File: src/rtl/smr_pkg.sv
// Constants, types and helpers shared by the polled-sensor register bank.
// Function
// - Per-device critical flag set above critical limit.
// - No-acknowledge mask bit suppresses that device's fault.
// - CRC-error mask bit suppresses that device's fault.
// - Timeout mask bit suppresses that device's fault.
// - Limit mask bit suppresses high/low limit faults.
// - Invalid-data mask bit suppresses that device's fault.
// - Masks and critical status reset to zero.
// - Shared unsigned high limit, reset 0x7f.
// - Shared signed low limit, reset 0x81.
// - Shared unsigned critical limit, reset 0x64.
// - Shared fan start temperature, reset 0x5a.
// - Four-bit span code decodes to 2..80 C.
// - Span/interval register resets 0x0c, bits 5:4 reserved.
// - Loop period 250/500/750/1000 ms from bits 7:6.
// - Per-device no-ack, CRC, timeout, limit, invalid flags.
// - Polling and fault detection only while enabled.
package smr_pkg;

    // ------------------------------------------------------------------
    // Register map.
    // ------------------------------------------------------------------
    localparam logic [7:0] ADDR_CRIT_STATUS = 8'hbb;
    localparam logic [7:0] ADDR_NOACK_MASK = 8'hbc;
    localparam logic [7:0] ADDR_CRC_MASK = 8'hbd;
    localparam logic [7:0] ADDR_TIMEOUT_MASK = 8'hbe;
    localparam logic [7:0] ADDR_LIMIT_MASK = 8'hbf;
    localparam logic [7:0] ADDR_INVALID_MASK = 8'hc0;
    localparam logic [7:0] ADDR_HIGH_LIMIT = 8'hc1;
    localparam logic [7:0] ADDR_LOW_LIMIT = 8'hc2;
    localparam logic [7:0] ADDR_CRIT_LIMIT = 8'hc3;
    localparam logic [7:0] ADDR_FAN_START = 8'hc6;
    localparam logic [7:0] ADDR_SPAN_INTERVAL = 8'hc7;

    // ------------------------------------------------------------------
    // Reset values and field positions.
    // ------------------------------------------------------------------
    localparam logic [7:0] RST_STATUS_MASK = 8'h00;
    localparam logic [7:0] RST_HIGH_LIMIT = 8'h7f;
    localparam logic [7:0] RST_LOW_LIMIT = 8'h81;
    localparam logic [7:0] RST_CRIT_LIMIT = 8'h64;
    localparam logic [7:0] RST_FAN_START = 8'h5a;
    localparam logic [7:0] RST_SPAN_INTERVAL = 8'h0c;
    localparam int SPAN_LSB = 0;
    localparam int SPAN_MSB = 3;
    localparam int INTERVAL_LSB = 6;
    localparam int INTERVAL_MSB = 7;

    // ------------------------------------------------------------------
    // Timing: one loop unit of 250 ms at the 40 MHz clock.
    // ------------------------------------------------------------------
    localparam int CLK_HZ = 40_000_000;
    localparam int POLL_UNIT_MS = 250;
    localparam int POLL_UNIT_CYCLES = CLK_HZ / 1000 * POLL_UNIT_MS;
    localparam int TICK_CNT_W = 24;
    localparam int NUM_DEV = 8;

    // Poll timer states.
    typedef enum logic [0:0] {
        POLL_IDLE = 1'b0,
        POLL_RUN = 1'b1
    } smr_poll_e;

    // Ramp span in hundredths of a degree for each span code.
    function automatic logic [13:0] smr_span_x100(input logic [3:0] code);
        logic [13:0] v;
        v = 14'h0000;
        case (code)
            4'h0: v = 14'd200;
            4'h1: v = 14'd250;
            4'h2: v = 14'd333;
            4'h3: v = 14'd400;
            4'h4: v = 14'd500;
            4'h5: v = 14'd667;
            4'h6: v = 14'd800;
            4'h7: v = 14'd1000;
            4'h8: v = 14'd1333;
            4'h9: v = 14'd1600;
            4'ha: v = 14'd2000;
            4'hb: v = 14'd2667;
            4'hc: v = 14'd3200;
            4'hd: v = 14'd4000;
            4'he: v = 14'd5333;
            default: v = 14'd8000;
        endcase
        return v;
    endfunction

endpackage

File: src/rtl/smr_regs.sv
// Register bank, loop timer and fault flags of the polled-sensor master.
`timescale 1ns/10ps

module smr_regs
    import smr_pkg::*;
#(
    parameter int unsigned TICK_CYCLES = POLL_UNIT_CYCLES
) (
    input wire logic CLK_IN,
    input wire logic RST_IN,
    input wire logic [7:0] REG_ADDR_IN,
    input wire logic REG_WR_IN,
    input wire logic [7:0] REG_WDATA_IN,
    input wire logic REG_RD_IN,
    output logic [7:0] REG_RDATA_OUT,
    input wire logic POLLER_ENABLE_IN,
    output logic POLL_START_OUT,
    input wire logic RESULT_VALID_IN,
    input wire logic [2:0] RESULT_DEV_IN,
    input wire logic [7:0] RESULT_TEMP_IN,
    input wire logic RESULT_NOACK_IN,
    input wire logic RESULT_CRC_ERR_IN,
    input wire logic RESULT_TIMEOUT_IN,
    input wire logic RESULT_INVALID_IN,
    output logic [7:0] NOACK_FLAGS_OUT,
    output logic [7:0] CRC_ERR_FLAGS_OUT,
    output logic [7:0] TIMEOUT_FLAGS_OUT,
    output logic [7:0] LIMIT_FLAGS_OUT,
    output logic [7:0] INVALID_FLAGS_OUT,
    output logic [7:0] CRIT_FLAGS_OUT,
    output logic FAULT_OUT,
    output logic [7:0] HIGH_LIMIT_OUT,
    output logic [7:0] LOW_LIMIT_OUT,
    output logic [7:0] CRIT_LIMIT_OUT,
    output logic [7:0] FAN_START_OUT,
    output logic [13:0] RAMP_SPAN_X100_OUT
);

    // ------------------------------------------------------------------
    // State record.
    // ------------------------------------------------------------------
    typedef struct packed {
        smr_poll_e state;
        logic [TICK_CNT_W-1:0] tick_cnt;
        logic [1:0] unit_cnt;
        logic poll_start;
        logic [7:0] rdata;
        logic [7:0] noack_mask;
        logic [7:0] crc_error_mask;
        logic [7:0] timeout_mask;
        logic [7:0] limit_mask;
        logic [7:0] invalid_code_mask;
        logic [7:0] high_limit;
        logic [7:0] low_limit;
        logic [7:0] critical_temp;
        logic [7:0] fan_start;
        logic [3:0] ramp_span_code;
        logic [1:0] poll_period_select;
        logic [13:0] span_x100;
        logic [7:0] noack_flags;
        logic [7:0] crc_flags;
        logic [7:0] timeout_flags;
        logic [7:0] limit_flags;
        logic [7:0] invalid_flags;
        logic [7:0] overtemp_flags;
        logic fault;
    } smr_state_s;

    localparam logic [TICK_CNT_W-1:0] TICK_LAST =
        TICK_CNT_W'(TICK_CYCLES - 1);

    smr_state_s q;
    smr_state_s d;
    logic good_data;
    logic over_high;
    logic under_low;
    logic over_crit;

    // ------------------------------------------------------------------
    // Result classification.
    // ------------------------------------------------------------------

    // A temperature counts only when the transfer finished cleanly.
    assign good_data = !RESULT_NOACK_IN && !RESULT_CRC_ERR_IN &&
                       !RESULT_TIMEOUT_IN && !RESULT_INVALID_IN;
    assign over_high = RESULT_TEMP_IN > q.high_limit;
    assign under_low = $signed(RESULT_TEMP_IN) < $signed(q.low_limit);
    assign over_crit = RESULT_TEMP_IN > q.critical_temp;

    // ------------------------------------------------------------------
    // Next-state logic.
    // ------------------------------------------------------------------

    // Register access, loop timing and flag update in one pass.
    always_comb begin
        d = q;
        d.poll_start = 1'b0;
        // Writes land only on writable registers; reserved bits are dropped.
        if (REG_WR_IN) begin
            if (REG_ADDR_IN == ADDR_NOACK_MASK) begin
                d.noack_mask = REG_WDATA_IN;
            end else if (REG_ADDR_IN == ADDR_CRC_MASK) begin
                d.crc_error_mask = REG_WDATA_IN;
            end else if (REG_ADDR_IN == ADDR_TIMEOUT_MASK) begin
                d.timeout_mask = REG_WDATA_IN;
            end else if (REG_ADDR_IN == ADDR_LIMIT_MASK) begin
                d.limit_mask = REG_WDATA_IN;
            end else if (REG_ADDR_IN == ADDR_INVALID_MASK) begin
                d.invalid_code_mask = REG_WDATA_IN;
            end else if (REG_ADDR_IN == ADDR_HIGH_LIMIT) begin
                d.high_limit = REG_WDATA_IN;
            end else if (REG_ADDR_IN == ADDR_LOW_LIMIT) begin
                d.low_limit = REG_WDATA_IN;
            end else if (REG_ADDR_IN == ADDR_CRIT_LIMIT) begin
                d.critical_temp = REG_WDATA_IN;
            end else if (REG_ADDR_IN == ADDR_FAN_START) begin
                d.fan_start = REG_WDATA_IN;
            end else if (REG_ADDR_IN == ADDR_SPAN_INTERVAL) begin
                d.ramp_span_code = REG_WDATA_IN[SPAN_MSB:SPAN_LSB];
                d.poll_period_select =
                    REG_WDATA_IN[INTERVAL_MSB:INTERVAL_LSB];
            end
        end
        // Reads return the current value one cycle later; others give zero.
        if (REG_RD_IN) begin
            if (REG_ADDR_IN == ADDR_CRIT_STATUS) begin
                d.rdata = q.overtemp_flags;
            end else if (REG_ADDR_IN == ADDR_NOACK_MASK) begin
                d.rdata = q.noack_mask;
            end else if (REG_ADDR_IN == ADDR_CRC_MASK) begin
                d.rdata = q.crc_error_mask;
            end else if (REG_ADDR_IN == ADDR_TIMEOUT_MASK) begin
                d.rdata = q.timeout_mask;
            end else if (REG_ADDR_IN == ADDR_LIMIT_MASK) begin
                d.rdata = q.limit_mask;
            end else if (REG_ADDR_IN == ADDR_INVALID_MASK) begin
                d.rdata = q.invalid_code_mask;
            end else if (REG_ADDR_IN == ADDR_HIGH_LIMIT) begin
                d.rdata = q.high_limit;
            end else if (REG_ADDR_IN == ADDR_LOW_LIMIT) begin
                d.rdata = q.low_limit;
            end else if (REG_ADDR_IN == ADDR_CRIT_LIMIT) begin
                d.rdata = q.critical_temp;
            end else if (REG_ADDR_IN == ADDR_FAN_START) begin
                d.rdata = q.fan_start;
            end else if (REG_ADDR_IN == ADDR_SPAN_INTERVAL) begin
                d.rdata = {q.poll_period_select, 2'b00,
                           q.ramp_span_code};
            end else begin
                d.rdata = 8'h00;
            end
        end
        // Loop timer: a start pulse every (select + 1) units of 250 ms.
        case (q.state)
            POLL_IDLE: begin
                d.tick_cnt = '0;
                d.unit_cnt = 2'b00;
                if (POLLER_ENABLE_IN) begin
                    d.state = POLL_RUN;
                    d.poll_start = 1'b1;
                end
            end
            POLL_RUN: begin
                if (!POLLER_ENABLE_IN) begin
                    d.state = POLL_IDLE;
                    d.tick_cnt = '0;
                    d.unit_cnt = 2'b00;
                end else if (q.tick_cnt >= TICK_LAST) begin
                    d.tick_cnt = '0;
                    // A select lowered to or below the unit count ends the current loop at the next unit boundary.
                    if (q.unit_cnt >= q.poll_period_select) begin
                        d.unit_cnt = 2'b00;
                        d.poll_start = 1'b1;
                    end else begin
                        d.unit_cnt = q.unit_cnt + 2'b01;
                    end
                end else begin
                    d.tick_cnt = q.tick_cnt + TICK_CNT_W'(1);
                end
            end
            default: begin
                d.state = POLL_IDLE;
            end
        endcase
        // Each result taken while running and enabled rewrites the flags of its device from that reading.
        if (RESULT_VALID_IN && q.state == POLL_RUN &&
            POLLER_ENABLE_IN) begin
            d.noack_flags[RESULT_DEV_IN] = RESULT_NOACK_IN;
            d.crc_flags[RESULT_DEV_IN] = RESULT_CRC_ERR_IN;
            d.timeout_flags[RESULT_DEV_IN] = RESULT_TIMEOUT_IN;
            d.invalid_flags[RESULT_DEV_IN] = RESULT_INVALID_IN;
            d.limit_flags[RESULT_DEV_IN] =
                good_data && (over_high || under_low);
            d.overtemp_flags[RESULT_DEV_IN] = good_data && over_crit;
        end
        d.span_x100 = smr_span_x100(d.ramp_span_code);
        // Masked flags stay visible but never reach the fault output.
        d.fault = |((d.noack_flags & ~d.noack_mask) |
                    (d.crc_flags & ~d.crc_error_mask) |
                    (d.timeout_flags & ~d.timeout_mask) |
                    (d.limit_flags & ~d.limit_mask) |
                    (d.invalid_flags & ~d.invalid_code_mask));
    end

    // ------------------------------------------------------------------
    // State register.
    // ------------------------------------------------------------------

    // Synchronous reset loads the power-on values.
    always_ff @(posedge CLK_IN) begin
        if (RST_IN) begin
            q.state <= POLL_IDLE;
            q.tick_cnt <= '0;
            q.unit_cnt <= 2'b00;
            q.poll_start <= 1'b0;
            q.rdata <= 8'h00;
            q.noack_mask <= RST_STATUS_MASK;
            q.crc_error_mask <= RST_STATUS_MASK;
            q.timeout_mask <= RST_STATUS_MASK;
            q.limit_mask <= RST_STATUS_MASK;
            q.invalid_code_mask <= RST_STATUS_MASK;
            q.high_limit <= RST_HIGH_LIMIT;
            q.low_limit <= RST_LOW_LIMIT;
            q.critical_temp <= RST_CRIT_LIMIT;
            q.fan_start <= RST_FAN_START;
            q.ramp_span_code <= RST_SPAN_INTERVAL[SPAN_MSB:SPAN_LSB];
            q.poll_period_select <=
                RST_SPAN_INTERVAL[INTERVAL_MSB:INTERVAL_LSB];
            q.span_x100 <= smr_span_x100(RST_SPAN_INTERVAL[SPAN_MSB:SPAN_LSB]);
            q.noack_flags <= RST_STATUS_MASK;
            q.crc_flags <= RST_STATUS_MASK;
            q.timeout_flags <= RST_STATUS_MASK;
            q.limit_flags <= RST_STATUS_MASK;
            q.invalid_flags <= RST_STATUS_MASK;
            q.overtemp_flags <= RST_STATUS_MASK;
            q.fault <= 1'b0;
        end else begin
            q <= d;
        end
    end

    // ------------------------------------------------------------------
    // Outputs.
    // ------------------------------------------------------------------

    // Every output comes straight from the state record.
    assign REG_RDATA_OUT = q.rdata;
    assign POLL_START_OUT = q.poll_start;
    assign NOACK_FLAGS_OUT = q.noack_flags;
    assign CRC_ERR_FLAGS_OUT = q.crc_flags;
    assign TIMEOUT_FLAGS_OUT = q.timeout_flags;
    assign LIMIT_FLAGS_OUT = q.limit_flags;
    assign INVALID_FLAGS_OUT = q.invalid_flags;
    assign CRIT_FLAGS_OUT = q.overtemp_flags;
    assign FAULT_OUT = q.fault;
    assign HIGH_LIMIT_OUT = q.high_limit;
    assign LOW_LIMIT_OUT = q.low_limit;
    assign CRIT_LIMIT_OUT = q.critical_temp;
    assign FAN_START_OUT = q.fan_start;
    assign RAMP_SPAN_X100_OUT = q.span_x100;

    // ------------------------------------------------------------------
    // Checks.
    // ------------------------------------------------------------------

    // Cycles since the last loop start, and whether the select moved.
    logic [31:0] gap_q;
    logic gap_ok_q;
    always_ff @(posedge CLK_IN) begin
        if (RST_IN || q.poll_start) begin
            gap_q <= 32'h0000_0000;
            gap_ok_q <= !RST_IN && POLLER_ENABLE_IN;
        end else begin
            gap_q <= gap_q + 32'h0000_0001;
            if (d.poll_period_select != q.poll_period_select ||
                !POLLER_ENABLE_IN) begin
                gap_ok_q <= 1'b0;
            end
        end
    end

    a_crit_flag_set: assert property (
        @(posedge CLK_IN) disable iff (RST_IN)
        RESULT_VALID_IN && q.state == POLL_RUN && POLLER_ENABLE_IN &&
        good_data && over_crit |=> CRIT_FLAGS_OUT[$past(RESULT_DEV_IN)])
        else $error("critical flag not set above limit");

    a_noack_unmasked_fault: assert property (
        @(posedge CLK_IN) disable iff (RST_IN)
        |(NOACK_FLAGS_OUT & ~q.noack_mask) |-> FAULT_OUT)
        else $error("unmasked no-ack flag gave no fault");

    a_crc_unmasked_fault: assert property (
        @(posedge CLK_IN) disable iff (RST_IN)
        |(CRC_ERR_FLAGS_OUT & ~q.crc_error_mask) |-> FAULT_OUT)
        else $error("unmasked crc flag gave no fault");

    a_timeout_unmasked_fault: assert property (
        @(posedge CLK_IN) disable iff (RST_IN)
        |(TIMEOUT_FLAGS_OUT & ~q.timeout_mask) |-> FAULT_OUT)
        else $error("unmasked timeout flag gave no fault");

    a_limit_flag_fault: assert property (
        @(posedge CLK_IN) disable iff (RST_IN)
        RESULT_VALID_IN && q.state == POLL_RUN && POLLER_ENABLE_IN &&
        good_data && over_high && !q.limit_mask[RESULT_DEV_IN] &&
        !REG_WR_IN |=> LIMIT_FLAGS_OUT[$past(RESULT_DEV_IN)] && FAULT_OUT)
        else $error("out-of-limit reading raised no fault");

    a_invalid_unmasked_fault: assert property (
        @(posedge CLK_IN) disable iff (RST_IN)
        |(INVALID_FLAGS_OUT & ~q.invalid_code_mask) |-> FAULT_OUT)
        else $error("unmasked invalid flag gave no fault");

    a_reset_values: assert property (
        @(posedge CLK_IN) disable iff (RST_IN)
        $past(RST_IN) |-> q.noack_mask == 8'h00 && q.limit_mask == 8'h00 &&
        CRIT_FLAGS_OUT == 8'h00 && HIGH_LIMIT_OUT == 8'h7f &&
        LOW_LIMIT_OUT == 8'h81 && CRIT_LIMIT_OUT == 8'h64 &&
        FAN_START_OUT == 8'h5a && RAMP_SPAN_X100_OUT == 14'd3200)
        else $error("power-on values wrong");

    a_fault_needs_cause: assert property (
        @(posedge CLK_IN) disable iff (RST_IN)
        FAULT_OUT |-> |((NOACK_FLAGS_OUT & ~q.noack_mask) |
                        (CRC_ERR_FLAGS_OUT & ~q.crc_error_mask) |
                        (TIMEOUT_FLAGS_OUT & ~q.timeout_mask) |
                        (LIMIT_FLAGS_OUT & ~q.limit_mask) |
                        (INVALID_FLAGS_OUT & ~q.invalid_code_mask)))
        else $error("fault without an unmasked flag");

    a_loop_period: assert property (
        @(posedge CLK_IN) disable iff (RST_IN)
        q.poll_start && gap_ok_q && $past(POLLER_ENABLE_IN) |->
        gap_q + 32'h0000_0001 ==
        (32'(q.poll_period_select) + 32'h1) * 32'(TICK_CYCLES))
        else $error("loop period wrong");

    a_disabled_quiet: assert property (
        @(posedge CLK_IN) disable iff (RST_IN)
        !POLLER_ENABLE_IN ##1 !POLLER_ENABLE_IN |-> !POLL_START_OUT)
        else $error("loop started while disabled");

    a_reserved_read_zero: assert property (
        @(posedge CLK_IN) disable iff (RST_IN)
        REG_RD_IN && REG_ADDR_IN == ADDR_SPAN_INTERVAL
        |=> REG_RDATA_OUT[5:4] == 2'b00 &&
        REG_RDATA_OUT[3:0] == $past(q.ramp_span_code))
        else $error("span register read wrong");

    c_loop_start: cover property (
        @(posedge CLK_IN) disable iff (RST_IN) POLL_START_OUT);
    c_fault_seen: cover property (
        @(posedge CLK_IN) disable iff (RST_IN) $rose(FAULT_OUT));
    c_crit_seen: cover property (
        @(posedge CLK_IN) disable iff (RST_IN) $rose(|CRIT_FLAGS_OUT));
    c_masked_flag: cover property (
        @(posedge CLK_IN) disable iff (RST_IN)
        |(NOACK_FLAGS_OUT & q.noack_mask) && !FAULT_OUT);

endmodule

File: config.mk
export PLATFORM = sky130hd
export DESIGN_NAME = smr_regs
export DESIGN_NICKNAME = d
export VERILOG_FILES = /design/src/rtl/smr_pkg.sv /design/src/rtl/smr_regs.sv
export SDC_FILE = /design/constraint.sdc
export NUM_CORES = 1
export LEC_CHECK = 0
export ABC_AREA = 1
export ABC_CLOCK_PERIOD_IN_PS = 2100
export BUFFER_PORTS_ARGS = -buffer_cell sky130_fd_sc_hd__buf_2
export CORE_MARGIN = 3
export CORE_UTILIZATION = 30
export CTS_CLUSTER_DIAMETER = 50
export DETAILED_ROUTE_END_ITERATION = 6
export PLACE_DENSITY = 0.55
export SYNTH_ARGS = -nofsm -noshare
export SYNTH_HDL_FRONTEND = slang
export SYNTH_SLANG_ARGS = --single-unit
export TNS_END_PERCENT = 20
File: constraint.sdc
create_clock -name CLK_IN -period 2.1 [get_ports CLK_IN]
set_input_delay 0 -clock CLK_IN [delete_from_list [all_inputs] [get_ports CLK_IN]]
set_output_delay 0 -clock CLK_IN [all_outputs]
set_load 0.02 [all_outputs]
==> results.txt, run 1 <==
- Number of global-route vias before repair: 8855
- The number of setup buffers added after CTS is 0.
- Root buffer cell: clkbuf_16
- Setup crit start kind: register
* Power per standard cell area: 621 nW/µm²
* Dominant delay contributor by cell family on the critical path: simple AND/OR/NAND/NOR gates
* Part of the total power dissipated in sequential elements: 47.5%
- Critical path capture point type: register
* First-pass GRT wire length: 50.8 mm
- Entering global routing, the biggest net connects 112 pins.
- The area growth from synthesis to layout is 16.1%.
- The synthesized design contains 0 enable-type register cells.
* Area used by multi-input combinational logic: 4750 µm²
- Setup repair after global routing could not meet its margin everywhere.
- Peak VDD IR: 0.574 mV
- Across the run, the number of max-cap violations was 0.
- For the pin with the worst max-slew slack, the measured transition is 938 ps.
- Global-route total usage across every layer: 18.5%
- I/O Buffers: 139
- Cell internal power was estimated by the tool at 5290 µW.
- Total die area: 35000 µm²
* Routability Congestion: 0.921
* Final worst slack: 113 ps
- For this run, the number of Yosys warnings is 0.
- In this run, the clock network consumes 45.4% of the power.
- The worst hold path was traced through 3 stages.
- Logic depth of the worst setup path including buffers: 16
- Traced cell by cell, the critical path runs through inv_1, ha_1, inv_1, o21bai_1, nand2_1, nand2_1, nand2_1, nand2_1, a21oi_2, nand2_2, nand2_4, nand2_2, nand3_1, nand3_2, nor2_4, a21oi_1.
- Antenna violations before repair: 1
- The count of pins over their slew limit is 0.
- For this run, the top clock speed supported by timing is 503 MHz.
- Setup violations remaining at the end of the flow were counted as 0.
* Worst slack, placed: -161 ps
- Arrival time of data at the critical path endpoint: 2280 ps
- Max incr delay on CP: 340 ps
* Smallest hold slack: 13.9 ps
- In this run the remaining antenna-violating nets after routing total 0.
- The post-route netlist has 21.6% of its cells at a drive strength greater than 1.
- Final Hold Fails: 0
* Effective utilization at floorplan: 30.8%
- Highest-delay cell along the critical path: dfxtp_2
- Distinct cell type count of the synthesized netlist: 45
- The first TritonRoute pass finished after 6 iterations.
* Routed Wire Length: 32.7 mm
- Across the routed clock network, the largest skew measured is 14.7 ps.
- A synthesized cell averages 6.89 µm².
- Cell row count: 65
* Register area share after synthesis: 35.8%
- Dominant register cell in the synthesized netlist: dfxtp_1
- The worst path in the final design needs a cycle of 1990 ps, including I/O delays and setup.
* Depth of the worst register-to-register path: 16
- Insertion delay of the later-clocked pin in the worst-skew pair: 440 ps
- Reported net switching power: 1810 µW
- Async S/R FF share, synth: 0%
- The final critical path takes up 94.6% of the cycle.
- Remaining routing DRC violations: 0
- Number of fillers in the final layout: 3462
- Relative max-transition margin: 37.2%
- Gate power share: 7.1%
* Inserted Clock Buffers: 17
* Cell repeated most along the worst path: nand2_1
* Max FO, Critical Path: 8
- In this run switching power makes up 25.4% of total power.
- In the routed layout, each cell is associated on average with a via count of 4.69.
- Post-detail-place hpwl: 25.1 mm
* Maximum buffer depth of the clock tree: 2
- After synthesis the netlist holds a flip-flop and latch count of 176.
- Clock-pin slew was measured on the worst setup and hold paths at 70 ps.
- After technology mapping, the gate count stands at 1429.
- Routed wire length per instance: 16.6 µm
- Number of violations reported at the end of detailed-routing iteration 0: 710
- Required time worst endpoint: 2400 ps
- Count of nets after finishing: 1588
- Count of pins on the block boundary: 141
* Total via count in the routed design: 9215
* Pleak: 0.00523 µW
- Together, buffers and inverters on the worst path number 2.
* HP Class: input port to register
- The number of nets handed over by synthesis was 1499.
- CTS built an H-tree with a depth of 4.
- TritonCTS built the clock tree.
- Worst Path Class, Setup: register to register
* Final cell utilization of the core: 35.8%
* Combined area of all synthesized cells: 9840 µm²
- Area of the placeable core: 32000 µm²
- The run finished with clean final reports.
* Chip height: 187 µm
- In this run the horizontal extent of the chip is 187 µm.
* Area of all sequential standard cells: 3530 µm²
* Global-route congestion overflow total: 0
- The clock net in this run drives a total of 176 sinks.
==> path summary, 6_finish.rpt <==
| check | startpoint | slack [ps] | to |
|---|---|---|---|
| worst max-delay path | HIGH_LIMIT_OUT[1] | 110 | FAULT_OUT |
| worst min-delay path | REG_WDATA_IN[6] | 10 | HIGH_LIMIT_OUT[6] |
| worst max register to register | HIGH_LIMIT_OUT[1] | 110 | FAULT_OUT |
| worst min register to register | q[176] | 470 | POLL_START_OUT |
==> cells in the mapped netlist, drive strengths merged, types with 8 or more instances <==
| cell | n | area, µm² |
|---|---|---|
| nand2 | 332 | 1270 |
| ha | 33 | 413 |
| clkbuf | 21 | 78.8 |
| nand3 | 70 | 355 |
| dfxtp | 176 | 3520 |
| nor2 | 151 | 624 |
| o211ai | 10 | 75.1 |
| o21a | 14 | 105 |
| nand4 | 21 | 159 |
| xor2 | 8 | 70.1 |
| a21oi | 98 | 490 |
| nor3 | 20 | 120 |
| or2 | 13 | 81.3 |
| buf | 118 | 873 |
| inv | 197 | 739 |
| o21ai | 119 | 648 |
==> power by group through the flow <==
stage / sequential, µW / clock, µW / combinational (µW)
floorplan: 3440 / 0 / 264
global placement: 3450 / 0 / 475
detailed placement: 3450 / 0 / 476
CTS: 3370 / 3290 / 493
global route: 3370 / 3450 / 552
finish: 3370 / 3220 / 505
==> metrics by stage <==
stage | TNS, ps | area [µm²] | power (µW) | cells
after floorplan | 0 | 9840 | 3710 | 1429
after global placement | -152 | 10600 | 3920 | 1925
after detailed placement | -161 | 10600 | 3920 | 1925
after CTS | 0 | 11300 | 7150 | 1965
after global routing | -23.6 | 11400 | 7380 | 1966
final | 0 | 11400 | 7100 | 1966
==> cell usage in the layout, fill, tap and decap left out, types with 9 or more instances in the layout <==
master	n
nand2_1	311
inv_1	187
dfxtp_1	168
buf_2	138
nor2_1	131
a21oi_1	96
o21ai_0	87
nand3_1	65
buf_4	59
ha_1	32
o21ai_1	21
nand2_2	18
nand4_1	18
clkbuf_16	17
nor3_1	16
o21a_1	14
or2_2	13
nor2_2	12
inv_2	10
o211ai_1	10
o21ai_2	9
dlygate4sd3_1	9
==> tightest hold or removal path, stage by stage <==
cell and delay [ps]:
buf_2 240, a21oi_1 100, o21ai_0 70
==> per-layer routing <==
| layer | track usage [%] | vias to the layer above | part of all wire (%) |
|---|---|---|---|
| met5 | 0 | - | 0 |
| met4 | 5.29 | 0 | 2.4 |
| met3 | 4.22 | 35 | 6.4 |
| met2 | 28.6 | 307 | 44 |
| met1 | 25.9 | 4226 | 48 |
| li1 | - | 4647 | - |
==> repair_timing <==
action,4_1_cts,5_1_grt
endpoints found under the hold margin,12,0
setup endpoints to repair,1,17
hold buffers,9,0
gates resized for setup,4,46
pin swaps,0,12
==> state kept, by name (all words and copies together), names as in the netlist, named ones only <==
register	cells
RAMP_SPAN_X100_OUT	13
LOW_LIMIT_OUT	8
FAULT_OUT	1
CRIT_LIMIT_OUT	8
CRC_ERR_FLAGS_OUT	8
HIGH_LIMIT_OUT	8
TIMEOUT_FLAGS_OUT	8
q	73
REG_RDATA_OUT	8
POLL_START_OUT	1
INVALID_FLAGS_OUT	8
NOACK_FLAGS_OUT	8
FAN_START_OUT	8
LIMIT_FLAGS_OUT	8
==> kinds of logic (layout without fill, tap and decap cells) <==
family          count (synthesis)  count (layout)  synth area share [%]
fa+ha+maj                      33              33                  4.19
simple gates                  615             615                  27.1
buf+inv                       337             438                  17.2
other cells                     1               2                0.0381
compound gates                258             258                  14.8
xor+xnor                        9               9                 0.801
flops                         176             176                  35.8
==> cell type report <==
cell class	count	area share [%]
flip-flops and latches	176	30.9
diodes	1	0.0219
clock buffers	19	3.87
inverters	198	6.50
multi-input cells	916	41.6
clock inverters	12	1.21
repair buffers	209	11.2
well taps	435	4.76
No activity file was read; power rests on OpenSTA's default activity.
==> run 2: changes to the inputs <==
--- a/config.mk
+++ b/config.mk
@@ -5,7 +5,6 @@
 export SDC_FILE = /design/constraint.sdc
 export NUM_CORES = 1
 export LEC_CHECK = 0
-export ABC_AREA = 1
 export ABC_CLOCK_PERIOD_IN_PS = 2100
 export BUFFER_PORTS_ARGS = -buffer_cell sky130_fd_sc_hd__buf_2
 export CORE_MARGIN = 3
==> run 2 against run 1 <==
  * The run now ends with setup timing left
  * Die area shrank 4.4%
  * Synthesized cell count down 25%
  * Critical path depth shrank 8
  * Worst hold slack better by 16 ps
  * Non-clock buffer count is 71 higher
  * Fmax is 13% lower
  * Via count decreased by 12%
  * Final area rose by 2.2%
  * Sequential power about the same
  * Worst setup slack got worse by 300 ps
==> results.txt, run 2 <==
- Status: complete, but fails checks
- Failing checks: setup timing
- Timing would allow up to 438 MHz.
- By area the synthesized netlist is led by dfxtp_1 37%, buf_4 8.5%, mux2i_1 8.2%.
* Final sum of negative setup slack: -186 ps
* Routed wire length per instance: 19.2 µm
- Syn nets: 1146
* Final Hold Fails: 0
- The critical path is of the register to register type.
- After synthesis, the share of flip-flops with an asynchronous set or reset is 0%.
- Yosys mapped a number of flops with a built-in enable equal to 0.
- Inserted Clock Buffers: 17
- The critical path ends at FAULT_OUT.
- Maximum Capacitance Violations: 0
- For this block, the initial DRC count from the detailed router was 550.
- The commonest cells after synthesis are 176 x dfxtp_1, 153 x nor2_1, 106 x buf_4.
- After clock tree synthesis, the clock-pin slew on the worst setup and hold paths is 80 ps.
- Register area share after synthesis: 37.5%
* Worst slack, placed: -234 ps
- In the finished design, the share of the clock period the worst path needs comes to 109%.
- ANT nets after route: 0
* Total via count in the routed design: 8096
* Required time worst endpoint: 2420 ps
* Routed Wire Length: 31.3 mm
- Setup crit start kind: register
- Compared with the post-synthesis result, the final layout area differs by 24.3%.
- Count of nets after finishing: 1288
- Post-Layout Cell Count: 1628
- For the worst flop-to-flop path, the logic depth is 8.
- HP Class: input port to register
* CTS H-tree depth: 4
- For this design the top-level I/O count stands at 141.
- STA classifies the critical path endpoint as a register.
* Number of placed instances with taps included: 1584
* Root buffer cell: clkbuf_16
- Total die area: 33500 µm²
- At the pin with the least slew margin, the transition time is 815 ps.
* Routability Congestion: 0.899
- Peak VDD IR: 0.483 mV
- The most critical setup path has its startpoint at q[176].
* Global-route congestion overflow total: 0
- Combined area of all synthesized cells: 9400 µm²
- Gate count after technology mapping: 1076
- Maximum buffer depth of the clock tree: 2
- Slack of the worst reg-to-reg path: -180 ps
- Number of global-route vias before repair: 8014
- Summed over all instances, the cell type with the most area after synthesis is dfxtp_1.
* Number of sinks driven by the clock tree: 176
* Chip height: 183 µm
* Global-route total usage across every layer: 18.3%
- The first global-routing pass estimated 47.2 mm of wire.
- Die boundary width: 183 µm
- Setup violations remaining at the end of the flow were counted as 2.
- R2r endpoint: FAULT_OUT
* Most frequent standard cell in the layout excluding fill and tap cells: dfxtp_1
* Pleak: 0.00519 µW
- Portion of synthesized cell area occupied by the leading cell type: 37.5%
* Number of detailed-routing iterations run before antenna repair: 5
- Insertion delay of the later-clocked pin in the worst-skew pair: 450 ps
- The clock arrives with 12.0 ps of skew.
- Clock tree from TritonCTS: done
* Most frequent cell after synthesis: dfxtp_1
- Remaining routing DRC violations: 0
* Arrival time of data at the critical path endpoint: 2610 ps
- The synthesized netlist contains 70 unique library cells.
- Post-detail-place hpwl: 24.0 mm
* Count of final max-slew check failures: 0
* Power per standard cell area: 623 nW/µm²
- I/O Buffers: 139
- Averaged over all synthesized cells, the footprint is 8.73 µm².
* Antenna violations before repair: 1
* Dominant register cell in the synthesized netlist: dfxtp_1
- The top cell types in the final layout, fill and taps aside, are 170 x dfxtp_1, 138 x buf_2, 135 x nor2_1.
- Along the worst path, the maximum fanout reaches 5.
- Setup repair after global routing missed its margin: yes
* Max FFs per register: 73
- Final Critical Period: 2280 ps
- Register with the highest flop count: q
- Launching point of the worst reg2reg path: q[176]
- Of the cells placed in the final design, the portion with a size suffix greater than 1 is 32.3%.
- Relative max-transition margin: 45.7%
- The floorplan has 64 rows.
* Number of warnings reported in the yosys synthesis log: 0
- Pwr Total: 7270 µW
- Total of flip-flops plus latches after synthesis: 176
- After layout, the worst setup slack is -184 ps.
- The initial utilization of the core area, before any placement, comes to 30.6%.
* Area of the placeable core: 30700 µm²
- Via density: 4.97
- Entering global routing, the biggest net connects 74 pins.
-- run 2: changes by cell type in the layout (fill, tap and decap cells not counted), moves of 47 or more --
cell and delta:
buf_4 +68, mux2i_1 +72, o21ai_0 -61, nand3_1 -47, inv_1 -148, nand2_1 -244
a21oi_1 -51
-- run 2: report_power, final --
part / switching (µW) / internal [µW] / leakage, µW
registers: 11.0 / 3350 / 0.00142
logic: 331 / 191 / 0.00347
clock network: 1650 / 1740 / 0.000303
total: 1990 / 5290 / 0.00519
-- run 2: worst max-delay path, cell delays in order, from the launching register on --
cell	delay, ps
dfxtp_4	380
nand3_4	120
nor3_4	250
buf_6	150
mux2_4	300
a22o_1	230
a221oi_2	210
nand4_1	130
o41a_1	390
-- run 2: how the worst min path moves through the flow --
stage / depth (start not counted) / end / startpoint
after global routing: 3 / NOACK_FLAGS_OUT[4] / RESULT_NOACK_IN
after floorplan: 1 / q[176] / RST_IN
after CTS: 3 / HIGH_LIMIT_OUT[3] / REG_WDATA_IN[3]
final: 3 / HIGH_LIMIT_OUT[2] / REG_WDATA_IN[2]
after global placement: 2 / q[176] / RST_IN
after detailed placement: 2 / q[176] / RST_IN
-- run 2: area by class of cell --
class	instances	area (µm²)
antenna	1	2.50
clock buffer	17	425
clock inverter	15	214
fill	3177	19100
inverter	41	154
multi-input combinational	702	5000
sequential	176	3530
tap	396	495
timing repair buffer	280	1860
-- run 2: logic make-up (layout without fill, tap and decap cells) --
family                     after synthesis  in the layout  synth area share [%]
DFF                                    176            176                  37.5
buffers and inverters                  198            353                  12.4
other                                    1              2                0.0399
adders and majority gates               33             33                  4.39
AOI/OAI and AO/OA                      182            182                  13.2
xor gates and xnor gates                22             22                  2.05
muxes                                  113            113                  12.6
and+or+nand+nor                        351            351                  17.9
-- run 2: timing repair --
item / in CTS / in global routing
hold buffers: 8 / 0
endpoints found under the setup margin: 35 / 44
endpoints found under the hold margin: 15 / 0
pin swaps: 30 / 10
buffers inserted: 0 / 1
resized for setup: 29 / 37
gates cloned: 2 / 0
-- run 2: metal layers --
metal | wire length [µm] | global-route usage, %
met5 | 0 | 0
met4 | 565 | 4.75
met3 | 1950 | 4.17
met2 | 14500 | 30.3
met1 | 14300 | 24.2
-- run 2: through the flow --
stage                     instance area, µm²  util [%]  hold WS (ps)
after floorplan                         9450         -          92.4
after global placement                 10600      34.6           297
after detailed placement               10600      34.6           301
after CTS                              11500      37.5          8.68
after global routing                   11700      38.0          32.3
final                                  11700      38.0          29.9
